`src/hw/rssi_cal_pkg.sv`:
```
// Constants, register map and encodings for the signal-level, gain and image-trim block.
// Assumes a 100 MHz bus clock shared by every file of the block.
package rssi_cal_pkg;

  localparam int CLK_PERIOD_NS = 10;
  // Time given to the level filter to follow each new trim combination.
  localparam int TRIM_SETTLE_NS = 20000;
  localparam int TRIM_SETTLE_CYCLES = (TRIM_SETTLE_NS + CLK_PERIOD_NS - 1) / CLK_PERIOD_NS;

  localparam int IQ_TRIM_W = 7;
  localparam int LEVEL_RAW_W = 6;
  localparam int LEVEL_W = 8;
  localparam int FILT_SEL_W = 4;
  localparam int FILT_BASE_SHIFT = 5;
  localparam int HIGH_GAIN_W = 5;
  localparam int LOW_GAIN_W = 4;
  localparam int GAIN_STEP_W = 7;

  localparam logic [7:0] ADDR_TRIM = 8'h00;
  localparam logic [7:0] ADDR_BW = 8'h04;
  localparam logic [7:0] ADDR_GAIN = 8'h08;
  localparam logic [7:0] ADDR_THR = 8'h0C;
  localparam logic [7:0] ADDR_STEP = 8'h10;
  localparam logic [7:0] ADDR_LEVEL = 8'h14;
  localparam logic [7:0] ADDR_CMD = 8'h18;

  localparam int TRIM_START_BIT = 7;
  localparam int TRIM_ACTIVE_BIT = 8;
  localparam int GAIN_LOW_LSB = 8;
  localparam int LEVEL_LOWGAIN_BIT = 8;
  localparam int CMD_SUB_LSB = 0;
  localparam int CMD_GSEL_LSB = 2;
  localparam int CMD_WAKEUP_BIT = 4;
  localparam int CMD_SWEN_BIT = 5;

  localparam logic [IQ_TRIM_W-1:0] TRIM_RST = 7'h00;
  localparam logic [FILT_SEL_W-1:0] FILT_SEL_RST = 4'h0;
  localparam logic [HIGH_GAIN_W-1:0] HIGH_GAIN_RST = 5'h0F;
  localparam logic [LOW_GAIN_W-1:0] LOW_GAIN_RST = 4'h0;
  localparam logic [LEVEL_W-1:0] THR_RST = 8'h20;
  localparam logic [GAIN_STEP_W-1:0] GAIN_STEP_RST = 7'h00;

  localparam logic [2:0] HSIZE_WORD = 3'h2;

  typedef enum logic [1:0] {
    SUB_CONT = 2'h0,
    SUB_WAKEUP = 2'h1,
    SUB_PREAMBLE = 2'h2,
    SUB_DATA = 2'h3
  } sub_cmd_t;

  typedef enum logic [1:0] {
    GSEL_KEEP = 2'h0,
    GSEL_SWITCH = 2'h1,
    GSEL_LOW = 2'h2,
    GSEL_HIGH = 2'h3
  } gain_sel_t;

  typedef enum logic [1:0] {
    SW_IDLE = 2'h0,
    SW_SETTLE = 2'h1,
    SW_MEASURE = 2'h3
  } sweep_state_t;

endpackage

```
`src/hw/level_filter.sv`:
```
// First-order digital low-pass on the raw signal-level code.
// Assumes the raw code is already synchronous to hclk.
`timescale 1ns/1ps
module level_filter
  import rssi_cal_pkg::*;
#(
  parameter int RAW_W = LEVEL_RAW_W,
  parameter int SEL_W = FILT_SEL_W
) (
  input wire logic hclk,
  input wire logic hresetn,
  input wire logic [RAW_W-1:0] raw,
  input wire logic [SEL_W-1:0] sel,
  output logic [RAW_W-1:0] level
);

  localparam int FRAC = FILT_BASE_SHIFT + (1 << SEL_W) - 1;
  localparam int ACC_W = RAW_W + FRAC;

  generate
    if (RAW_W < 1 || SEL_W < 1 || SEL_W > 4) begin : g_chk
      $error("level_filter: unsupported width");
    end
  endgenerate

  logic [ACC_W-1:0] acc_q;
  wire logic [5:0] shift = 6'(FILT_BASE_SHIFT) + 6'(sel);
  wire logic signed [ACC_W:0] diff = $signed({1'b0, raw, {FRAC{1'b0}}}) - $signed({1'b0, acc_q});
  wire logic signed [ACC_W:0] step = diff >>> shift;

  // Gain 2^-(5+sel) per clock puts the corner at fref / (2 pi 2^(5+sel)).
  always_ff @(posedge hclk or negedge hresetn) begin
    if (!hresetn) begin
      acc_q <= '0;
    end else begin
      acc_q <= acc_q + step[ACC_W-1:0];
    end
  end

  assign level = acc_q[ACC_W-1:FRAC];

endmodule

```
`src/hw/iq_trim_sweep.sv`:
```
// Sweep engine that tries every I/Q trim code and keeps the one with the lowest level.
// Assumes the level input follows the applied trim within the settle time.
`timescale 1ns/1ps
module iq_trim_sweep
  import rssi_cal_pkg::*;
#(
  parameter int TRIM_W = IQ_TRIM_W,
  parameter int LVL_W = LEVEL_RAW_W,
  parameter int SETTLE_CYCLES = TRIM_SETTLE_CYCLES
) (
  input wire logic hclk,
  input wire logic hresetn,
  input wire logic start,
  input wire logic [LVL_W-1:0] level,
  output logic busy,
  output logic [TRIM_W-1:0] cur_q,
  output logic done,
  output logic [TRIM_W-1:0] best
);

  localparam int CNT_W = $clog2(SETTLE_CYCLES + 1);

  generate
    if (SETTLE_CYCLES < 1 || TRIM_W < 1) begin : g_chk
      $error("iq_trim_sweep: settle time or width too small");
    end
  endgenerate

  sweep_state_t state_q;
  logic [CNT_W-1:0] cnt_q;
  logic [LVL_W-1:0] min_q;
  logic [TRIM_W-1:0] best_q;

  wire logic settle_done = cnt_q == CNT_W'(SETTLE_CYCLES - 1);
  wire logic last = &cur_q;
  wire logic lower = (cur_q == '0) || (level < min_q);
  wire logic measuring = state_q == SW_MEASURE;

  assign busy = state_q != SW_IDLE;
  assign done = measuring && last;
  assign best = lower ? cur_q : best_q;

  always_ff @(posedge hclk or negedge hresetn) begin
    if (!hresetn) begin
      state_q <= SW_IDLE;
      cnt_q <= '0;
      cur_q <= '0;
      min_q <= '0;
      best_q <= '0;
    end else begin
      unique case (state_q)
        SW_IDLE: begin
          if (start) begin
            state_q <= SW_SETTLE;
            cur_q <= '0;
            cnt_q <= '0;
          end
        end
        SW_SETTLE: begin
          cnt_q <= cnt_q + 1'b1;
          if (settle_done) begin
            state_q <= SW_MEASURE;
          end
        end
        SW_MEASURE: begin
          if (lower) begin
            min_q <= level;
            best_q <= cur_q;
          end
          if (last) begin
            state_q <= SW_IDLE;
          end else begin
            cur_q <= cur_q + 1'b1;
            cnt_q <= '0;
            state_q <= SW_SETTLE;
          end
        end
        default: state_q <= SW_IDLE;
      endcase
    end
  end
endmodule

```
`src/hw/rssi_gain_iq_calibration.sv`:
```
// Top of the signal-level path: AHB-Lite registers, level filter, gain switching and image-trim search.
// Assumes raw level and limiter bits come from pins; the wakeup decision comes from logic on hclk.
//
// Our own choices: the address map and register access over AHB-Lite.
`timescale 1ns/1ps

// How it works
// - Start bit launches the trim search
// - Active flag readable while the search runs
// - Every trim code tried, one measurement each
// - Lowest-level code stored in trim field
// - Filter gain code selects four gain steps
// - LNA gain code selects four gain steps
// - Level digitized as six-bit code
// - Four-bit field selects filter cutoff
// - Cutoff is fref over 2pi 2^(5+sel)
// - High-gain setting applied from reset
// - Over threshold in wakeup: go low gain
// - Wakeup readings need no software request
// - Latest level readable in status register
// - Low gain adds step offset to level
// - One-bit limiter I/Q drive demodulation
// - Wakeup command starts the wakeup search
// - Gain code 01 switches only with wakeup
module rssi_gain_iq_calibration
  import rssi_cal_pkg::*;
#(
  parameter int SETTLE_CYCLES = TRIM_SETTLE_CYCLES
) (
  input wire logic hclk,
  input wire logic hresetn,
  input wire logic hsel,
  input wire logic [31:0] haddr,
  input wire logic [1:0] htrans,
  input wire logic hwrite,
  input wire logic [2:0] hsize,
  input wire logic [31:0] hwdata,
  input wire logic hready,
  output logic [31:0] hrdata,
  output logic hreadyout,
  output logic hresp,
  input wire logic [LEVEL_RAW_W-1:0] level_raw,
  input wire logic lim_i,
  input wire logic lim_q,
  input wire logic wakeup_decision,
  output logic [IQ_TRIM_W-1:0] iq_trim,
  output logic [1:0] lna_gain,
  output logic [1:0] cf_gain,
  output logic gain_aux,
  output logic demod_bit
);

  logic [LEVEL_RAW_W-1:0] raw_m_q, raw_s_q;
  logic [1:0] lim_m_q, lim_s_q;
  logic lim_i_d_q;
  logic [IQ_TRIM_W-1:0] image_trim_q;
  logic [FILT_SEL_W-1:0] filt_sel_q;
  logic [HIGH_GAIN_W-1:0] high_gain_q;
  logic [LOW_GAIN_W-1:0] low_gain_q;
  logic [LEVEL_W-1:0] thr_q;
  logic [GAIN_STEP_W-1:0] step_q;
  logic [LEVEL_W-1:0] level_q;
  logic gain_low_q, wakeup_q, sw_en_q;
  logic dp_wr_q;
  logic [7:0] dp_addr_q;
  logic [31:0] hrdata_q;
  logic hreadyout_q;
  logic [IQ_TRIM_W-1:0] iq_trim_q;
  logic [1:0] lna_gain_q, cf_gain_q;
  logic gain_aux_q, demod_q;

  wire logic [LEVEL_RAW_W-1:0] filt_level;
  wire logic trim_active;
  wire logic [IQ_TRIM_W-1:0] sweep_cur;
  wire logic sweep_done;
  wire logic [IQ_TRIM_W-1:0] sweep_best;

  // Multi-bit raw code passes a plain two-stage synchroniser; the converter must hold
  // its code stable for several clocks, which the slow analog path guarantees.
  always_ff @(posedge hclk or negedge hresetn) begin
    if (!hresetn) begin
      raw_m_q <= '0;
      raw_s_q <= '0;
      lim_m_q <= '0;
      lim_s_q <= '0;
      lim_i_d_q <= 1'b0;
    end else begin
      raw_m_q <= level_raw;
      raw_s_q <= raw_m_q;
      lim_m_q <= {lim_q, lim_i};
      lim_s_q <= lim_m_q;
      lim_i_d_q <= lim_s_q[0];
    end
  end

  level_filter #(
    .RAW_W(LEVEL_RAW_W),
    .SEL_W(FILT_SEL_W)
  ) u_filter (
    .hclk(hclk),
    .hresetn(hresetn),
    .raw(raw_s_q),
    .sel(filt_sel_q),
    .level(filt_level)
  );

  // Bus address phase and data-phase decode.
  wire logic addr_take = hsel && hready && htrans[1];
  wire logic [7:0] a = haddr[7:0];
  wire logic wr_ok = addr_take && hwrite && (hsize == HSIZE_WORD);
  wire logic wr_trim = dp_wr_q && (dp_addr_q == ADDR_TRIM);
  wire logic wr_bw = dp_wr_q && (dp_addr_q == ADDR_BW);
  wire logic wr_gain = dp_wr_q && (dp_addr_q == ADDR_GAIN);
  wire logic wr_thr = dp_wr_q && (dp_addr_q == ADDR_THR);
  wire logic wr_step = dp_wr_q && (dp_addr_q == ADDR_STEP);
  wire logic cmd_wr = dp_wr_q && (dp_addr_q == ADDR_CMD);

  wire logic [31:0] rd_word =
    (a == ADDR_TRIM) ? {23'h0, trim_active, 1'b0, image_trim_q} :
    (a == ADDR_BW) ? {28'h0, filt_sel_q} :
    (a == ADDR_GAIN) ? {20'h0, low_gain_q, 3'h0, high_gain_q} :
    (a == ADDR_THR) ? {24'h0, thr_q} :
    (a == ADDR_STEP) ? {25'h0, step_q} :
    (a == ADDR_LEVEL) ? {23'h0, gain_low_q, level_q} :
    (a == ADDR_CMD) ? {26'h0, sw_en_q, wakeup_q, 4'h0} : 32'h0;

  // Trim search: a start while busy is dropped, and a trim write during the sweep is
  // ignored so the stored result cannot be corrupted mid-search.
  wire logic trim_start = wr_trim && hwdata[TRIM_START_BIT] && !trim_active;
  wire logic [IQ_TRIM_W-1:0] image_trim_d = sweep_done ? sweep_best :
    (wr_trim && !trim_active) ? hwdata[IQ_TRIM_W-1:0] : image_trim_q;
  wire logic [IQ_TRIM_W-1:0] iq_trim_d = trim_active && !sweep_done ? sweep_cur : image_trim_d;

  iq_trim_sweep #(
    .TRIM_W(IQ_TRIM_W),
    .LVL_W(LEVEL_RAW_W),
    .SETTLE_CYCLES(SETTLE_CYCLES)
  ) u_sweep (
    .hclk(hclk),
    .hresetn(hresetn),
    .start(trim_start),
    .level(filt_level),
    .busy(trim_active),
    .cur_q(sweep_cur),
    .done(sweep_done),
    .best(sweep_best)
  );

  // Receive command: sub-command and gain selection.
  wire sub_cmd_t cmd_sub = sub_cmd_t'(hwdata[CMD_SUB_LSB +: 2]);
  wire gain_sel_t cmd_gsel = gain_sel_t'(hwdata[CMD_GSEL_LSB +: 2]);
  wire logic cmd_wakeup = cmd_wr && (cmd_sub == SUB_WAKEUP);
  wire logic cmd_restart = cmd_wr && (cmd_sub != SUB_CONT);
  wire logic wakeup_d = cmd_wakeup ? 1'b1 : (cmd_restart || wakeup_decision) ? 1'b0 : wakeup_q;
  // Switching is armed only for the life of a wakeup search, so its end disarms it too.
  wire logic sw_en_d = cmd_wakeup ? (cmd_gsel == GSEL_SWITCH) :
    (cmd_restart || wakeup_decision) ? 1'b0 : sw_en_q;

  wire logic [LEVEL_W-1:0] comp_add = gain_low_q ? LEVEL_W'(step_q) : '0;
  wire logic [LEVEL_W-1:0] comp_level = LEVEL_W'(filt_level) + comp_add;
  wire logic gain_trip = wakeup_q && sw_en_q && !gain_low_q && (comp_level > thr_q);
  // A threshold trip in the same cycle as a high-gain command wins, as hardware sets beat clears.
  wire logic gain_low_d = ((cmd_wr && cmd_gsel == GSEL_LOW) || gain_trip) ? 1'b1 :
    (cmd_wr && cmd_gsel == GSEL_HIGH) ? 1'b0 : gain_low_q;
  wire logic [HIGH_GAIN_W-1:0] fe_gain = gain_low_q ? HIGH_GAIN_W'(low_gain_q) : high_gain_q;

  always_ff @(posedge hclk or negedge hresetn) begin
    if (!hresetn) begin
      dp_wr_q <= 1'b0;
      dp_addr_q <= '0;
      hrdata_q <= '0;
      hreadyout_q <= 1'b1;
    end else begin
      dp_wr_q <= wr_ok;
      dp_addr_q <= a;
      hrdata_q <= (addr_take && !hwrite) ? rd_word : '0;
      hreadyout_q <= 1'b1;
    end
  end

  always_ff @(posedge hclk or negedge hresetn) begin
    if (!hresetn) begin
      image_trim_q <= TRIM_RST;
      filt_sel_q <= FILT_SEL_RST;
      high_gain_q <= HIGH_GAIN_RST;
      low_gain_q <= LOW_GAIN_RST;
      thr_q <= THR_RST;
      step_q <= GAIN_STEP_RST;
    end else begin
      image_trim_q <= image_trim_d;
      if (wr_bw) filt_sel_q <= hwdata[FILT_SEL_W-1:0];
      if (wr_gain) begin
        high_gain_q <= hwdata[HIGH_GAIN_W-1:0];
        low_gain_q <= hwdata[GAIN_LOW_LSB +: LOW_GAIN_W];
      end
      if (wr_thr) thr_q <= hwdata[LEVEL_W-1:0];
      if (wr_step) step_q <= hwdata[GAIN_STEP_W-1:0];
    end
  end

  always_ff @(posedge hclk or negedge hresetn) begin
    if (!hresetn) begin
      gain_low_q <= 1'b0;
      wakeup_q <= 1'b0;
      sw_en_q <= 1'b0;
      level_q <= '0;
    end else begin
      gain_low_q <= gain_low_d;
      wakeup_q <= wakeup_d;
      sw_en_q <= sw_en_d;
      level_q <= comp_level;
    end
  end

  // Low gain code carries no top bit, so the aux output drops to zero in low gain.
  always_ff @(posedge hclk or negedge hresetn) begin
    if (!hresetn) begin
      iq_trim_q <= TRIM_RST;
      lna_gain_q <= HIGH_GAIN_RST[1:0];
      cf_gain_q <= HIGH_GAIN_RST[3:2];
      gain_aux_q <= HIGH_GAIN_RST[4];
      demod_q <= 1'b0;
    end else begin
      iq_trim_q <= iq_trim_d;
      lna_gain_q <= fe_gain[1:0];
      cf_gain_q <= fe_gain[3:2];
      gain_aux_q <= fe_gain[4];
      // Quadrature sign at each rising I edge tells the frequency deviation direction.
      if (lim_s_q[0] && !lim_i_d_q) demod_q <= lim_s_q[1];
    end
  end

  assign hrdata = hrdata_q;
  assign hreadyout = hreadyout_q;
  assign hresp = 1'b0;
  assign iq_trim = iq_trim_q;
  assign lna_gain = lna_gain_q;
  assign cf_gain = cf_gain_q;
  assign gain_aux = gain_aux_q;
  assign demod_bit = demod_q;
endmodule

```
`config.mk`:
```
export PLATFORM = sky130hd
export DESIGN_NAME = rssi_gain_iq_calibration
export DESIGN_NICKNAME = d
export VERILOG_FILES = /design/src/hw/rssi_cal_pkg.sv /design/src/hw/level_filter.sv /design/src/hw/iq_trim_sweep.sv /design/src/hw/rssi_gain_iq_calibration.sv
export SDC_FILE = /design/constraint.sdc
export NUM_CORES = 1
export LEC_CHECK = 0
export BUFFER_PORTS_ARGS = -buffer_cell sky130_fd_sc_hd__buf_2
export CAP_MARGIN = 5
export CORE_MARGIN = 4
export CORE_UTILIZATION = 64
export CTS_BUF_LIST = sky130_fd_sc_hd__clkbuf_16
export CTS_CLUSTER_SIZE = 24
export DETAILED_ROUTE_END_ITERATION = 10
export GPL_TIMING_DRIVEN = 0
export PLACE_DENSITY_LB_ADDON = 0.15
export SLEW_MARGIN = 20
export SYNTH_ARGS = -nofsm -noshare
export SYNTH_HDL_FRONTEND = slang
export SYNTH_SLANG_ARGS = --single-unit
```
`constraint.sdc`:
```
create_clock -name hclk -period 9 [get_ports hclk]
set_clock_uncertainty 0.15 [all_clocks]
set_input_delay 1.8 -clock hclk [delete_from_list [all_inputs] [get_ports hclk]]
set_output_delay 1.8 -clock hclk [all_outputs]
set_load 0.05 [all_outputs]
```
==> impl_metrics.env <==
export IMPL_drt_first_iter_violations=953
export IMPL_grt_max_degree=82
export IMPL_core_um2=16100
export IMPL_cts_resized=0
export IMPL_drcViolationCount=0
export IMPL_holdWs_ps=198
export IMPL_synth_top_area_cell="dfrtp_1"
export IMPL_setup_viol=0
export IMPL_p_total_mw=3.84
export IMPL_grt_pass1_vias=9180
export IMPL_p_comb_share_pct=55.3
export IMPL_ys_types=86
export IMPL_dp_cells=1448
export IMPL_synth_seq_cells=156
export IMPL_p_sw_mw=1.69
export IMPL_slowest_stage="a211oi_1"
export IMPL_cts_max_path_buffers=2
export IMPL_drive_gt1_share_pct=16.4
export IMPL_power_frac_clock_pct=20.5
export IMPL_clock_root_buffer="clkbuf_16"
export IMPL_path_clk_slew_ps=70
export IMPL_cts_tree="done"
export IMPL_drv_cap=0
export IMPL_tightest_slew_ps=1070
export IMPL_hp_class="flop to flop"
export IMPL_dr_total_vias=9591
export IMPL_fin_util_pct=74.3
export IMPL_post_dp_cell_area_um2=11300
export IMPL_synth_flop_cell="dfrtp_1"
export IMPL_port_buffers=62
export IMPL_initial_core_util_pct=65.8
export IMPL_setup_tns_final_ps=0
export IMPL_routedWlPerCell_um=20.4
export IMPL_yosys_warnings=0
export IMPL_crit_path_max_incr_delay_ps=590
export IMPL_grt_pass1_wl_um=48000
export IMPL_path_class="flop to flop"
export IMPL_status="finished, final reports clean"
export IMPL_cts_sinks=156
export IMPL_hp_start="raw_m_q[5]"
export IMPL_arrival_ps=7370
export IMPL_fin_ws_ps=1790
export IMPL_powerDensity_nw_per_um2=322
export IMPL_post_cts_setup_buffer_count=0
export IMPL_synthesis_area_um2=10600
export IMPL_drt_pass1_iterations=6
export IMPL_end_kind="flop"
export IMPL_peakVddDrop_mv=0.320
export IMPL_netlist_top_cells_count="147 x dfrtp_1, 94 x nor2_1, 93 x nand2_1"
export IMPL_drt_met1_wl_um=12400
export IMPL_rsz0062_at_grt="no"
export IMPL_worstSetupStartpoint="u_filter.acc_q[1]"
export IMPL_maxUsedRoutingLayer="met4"
export IMPL_synthCells=1149
export IMPL_cpMostUsedCell="a211oi_1"
export IMPL_holdBufCountCts=0
export IMPL_dr_wl_met3_um=2550
export IMPL_worst_setup_path_start_kind="flop"
export IMPL_clock_latency_ps=430
export IMPL_nets=1391
export IMPL_route_met2_wl_um=14200
export IMPL_area_growth_pct=12.8
export IMPL_wl_um=30200
export IMPL_netlist_top_cells_area="dfrtp_1 35%, ha_1 6.5%, mux2_2 4.7%"
export IMPL_pre_cts_slack_ps=2190
export IMPL_internal_power_mw=2.15
export IMPL_ys_seq_area_share_pct=37.0
export IMPL_path_cells="inv_1 > ha_1 > or4b_1 > clkbuf_1 > nor4_1 > o32ai_1 > a211oi_1 > a221o_1 > nor2_1 > a311oi_1 > o21ai_0 > ha_1 > fa_1 > a211oi_1 > o21ai_0 > a22oi_1 > a21oi_1 > a211oi_1 > a21boi_0 > mux2i_1 > a211o_1"
export IMPL_post_synth_top_count_cell="dfrtp_1"
export IMPL_grt_usage_pct=33.2
export IMPL_pin_count=130
export IMPL_globalplace_congestion=0.980
export IMPL_dieArea_um2=18600
export IMPL_antenna_left=0
export IMPL_antenna_cells=0
export IMPL_synth_top_area_share_pct=34.8
export IMPL_cts_made_buffers=17
export IMPL_cp_max_fo=10
export IMPL_vias_per_cell=6.48
export IMPL_critPathRequiredTime_ps=9160
export IMPL_seqPwrFrac_pct=24.2
export IMPL_hold_viol_final=0
export IMPL_fmax_mhz=139
export IMPL_relSlewSlack_pct=27.9
export IMPL_overflow=0
export IMPL_synth_async_reset_ratio_pct=100
export IMPL_r2r_start="u_filter.acc_q[1]"
export IMPL_die_h_um=137
export IMPL_die_w_um=137
export IMPL_finalInstanceArea_um2=11900
export IMPL_synth_avg_cell_area_um2=9.20
export IMPL_finalCritPeriodShare_pct=80.1
export IMPL_num_rows=46
export IMPL_slew_violations=0
export IMPL_finalNonFillerCells=1480
export IMPL_synth_edf_count=0
export IMPL_antenna_found_initial=0
export IMPL_leakage_nw=5.36
export IMPL_h_tree_depth=4
export IMPL_dpl_hpwl_um=22300
export IMPL_period_minus_slack_ps=7210
export IMPL_p_sw_share_pct=44.1
[sequential cells by signal, indices dropped and copies added (netlist names), 7 cells and up]
signal and cells:
hrdata 12, u_sweep.best_q 7, level_q 8, iq_trim 7, u_sweep.cur_q 7, thr_q 8
image_trim_q 7, step_q 7, u_filter.acc_q 26, dp_addr_q 8, u_sweep.cnt_q 11
[cells in the final DEF, fill, tap and decap left out, types with 11 or more instances in the layout]
| cell | synthesis | routed |
|---|---|---|
| conb_1 | 2 | 22 |
| nor2_1 | 94 | 94 |
| a211oi_1 | 20 | 20 |
| a22oi_1 | 12 | 12 |
| nor3_1 | 30 | 30 |
| nor4_1 | 20 | 20 |
| or3_1 | 11 | 11 |
| nand2_1 | 93 | 93 |
| nor2b_1 | 15 | 15 |
| clkbuf_16 | 0 | 17 |
| nand4_1 | 11 | 11 |
| a31oi_1 | 11 | 11 |
| clkbuf_1 | 47 | 47 |
| buf_4 | 22 | 22 |
| dfrtp_1 | 147 | 147 |
| mux2_2 | 44 | 44 |
| buf_2 | 4 | 65 |
| o21ai_0 | 54 | 54 |
| xnor2_1 | 37 | 37 |
| a21oi_1 | 77 | 77 |
| xor2_1 | 20 | 20 |
| and3_1 | 16 | 16 |
| ha_1 | 55 | 55 |
| mux2i_1 | 29 | 29 |
| inv_1 | 42 | 43 |
| a21o_1 | 16 | 16 |
| nand3_1 | 32 | 32 |
[critical path: cells and delay by family (launching register included)]
kind | cells | cell delay [ps]
AOI/OAI and AO/OA | 12 | 3840
DFF | 1 | 500
adders and majority gates | 3 | 900
and+or+nand+nor | 3 | 1150
muxes | 1 | 150
buffers and inverters | 2 | 390
[per-layer routing]
metal / GRT usage, % / up-vias
li1: - / 4407
met1: 44.1 / 4618
met2: 53.8 / 491
met3: 6.36 / 75
met4: 12.9 / 0
met5: 0 / -
[worst paths after layout]
check	end	slack (ps)	depth (start not counted)
hold reg to reg	raw_s_q[5]	200	0
setup / recovery	u_filter.acc_q[22]	1790	21
max in group asynchronous	u_filter.acc_q[23]	6680	2
hold / removal	raw_s_q[5]	200	0
setup reg to reg	u_filter.acc_q[22]	1790	21
min in group asynchronous	lim_i_d_q	1210	1
[cell type report]
cell class | count | area (um2)
Fill cell | 1157 | 4130
Timing Repair Buffer | 63 | 348
Inverter | 42 | 158
Sequential cell | 156 | 3920
Tap cell | 216 | 270
Clock buffer | 17 | 425
Buffer | 80 | 410
Multi-Input combinational cell | 891 | 6170
Clock inverter | 15 | 231
[kinds of logic (layout without fill, tap and decap cells)]
group / after synthesis / count (layout) / share of synthesized area, %
AND/OR/NAND/NOR: 374 / 374 / 17.7
AO/OA/AOI/OAI: 302 / 302 / 19.5
flip-flops: 156 / 156 / 37.0
buffers and inverters: 122 / 217 / 5.37
multiplexers: 79 / 79 / 8.71
adder cells (fa/ha/maj): 57 / 57 / 6.89
XOR/XNOR: 57 / 57 / 4.72
other: 2 / 22 / 0.0710
[power by group through the flow]
stage               Clock (mW)  Combinational, mW  Sequential (mW)
finish                   0.787               2.12            0.931
global route             0.827               2.34            0.944
CTS                      0.798               2.08            0.927
detailed placement           0               2.05            0.937
global placement             0               2.01            0.934
floorplan                    0               1.59            0.905
(Power assumes the default switching activity.)
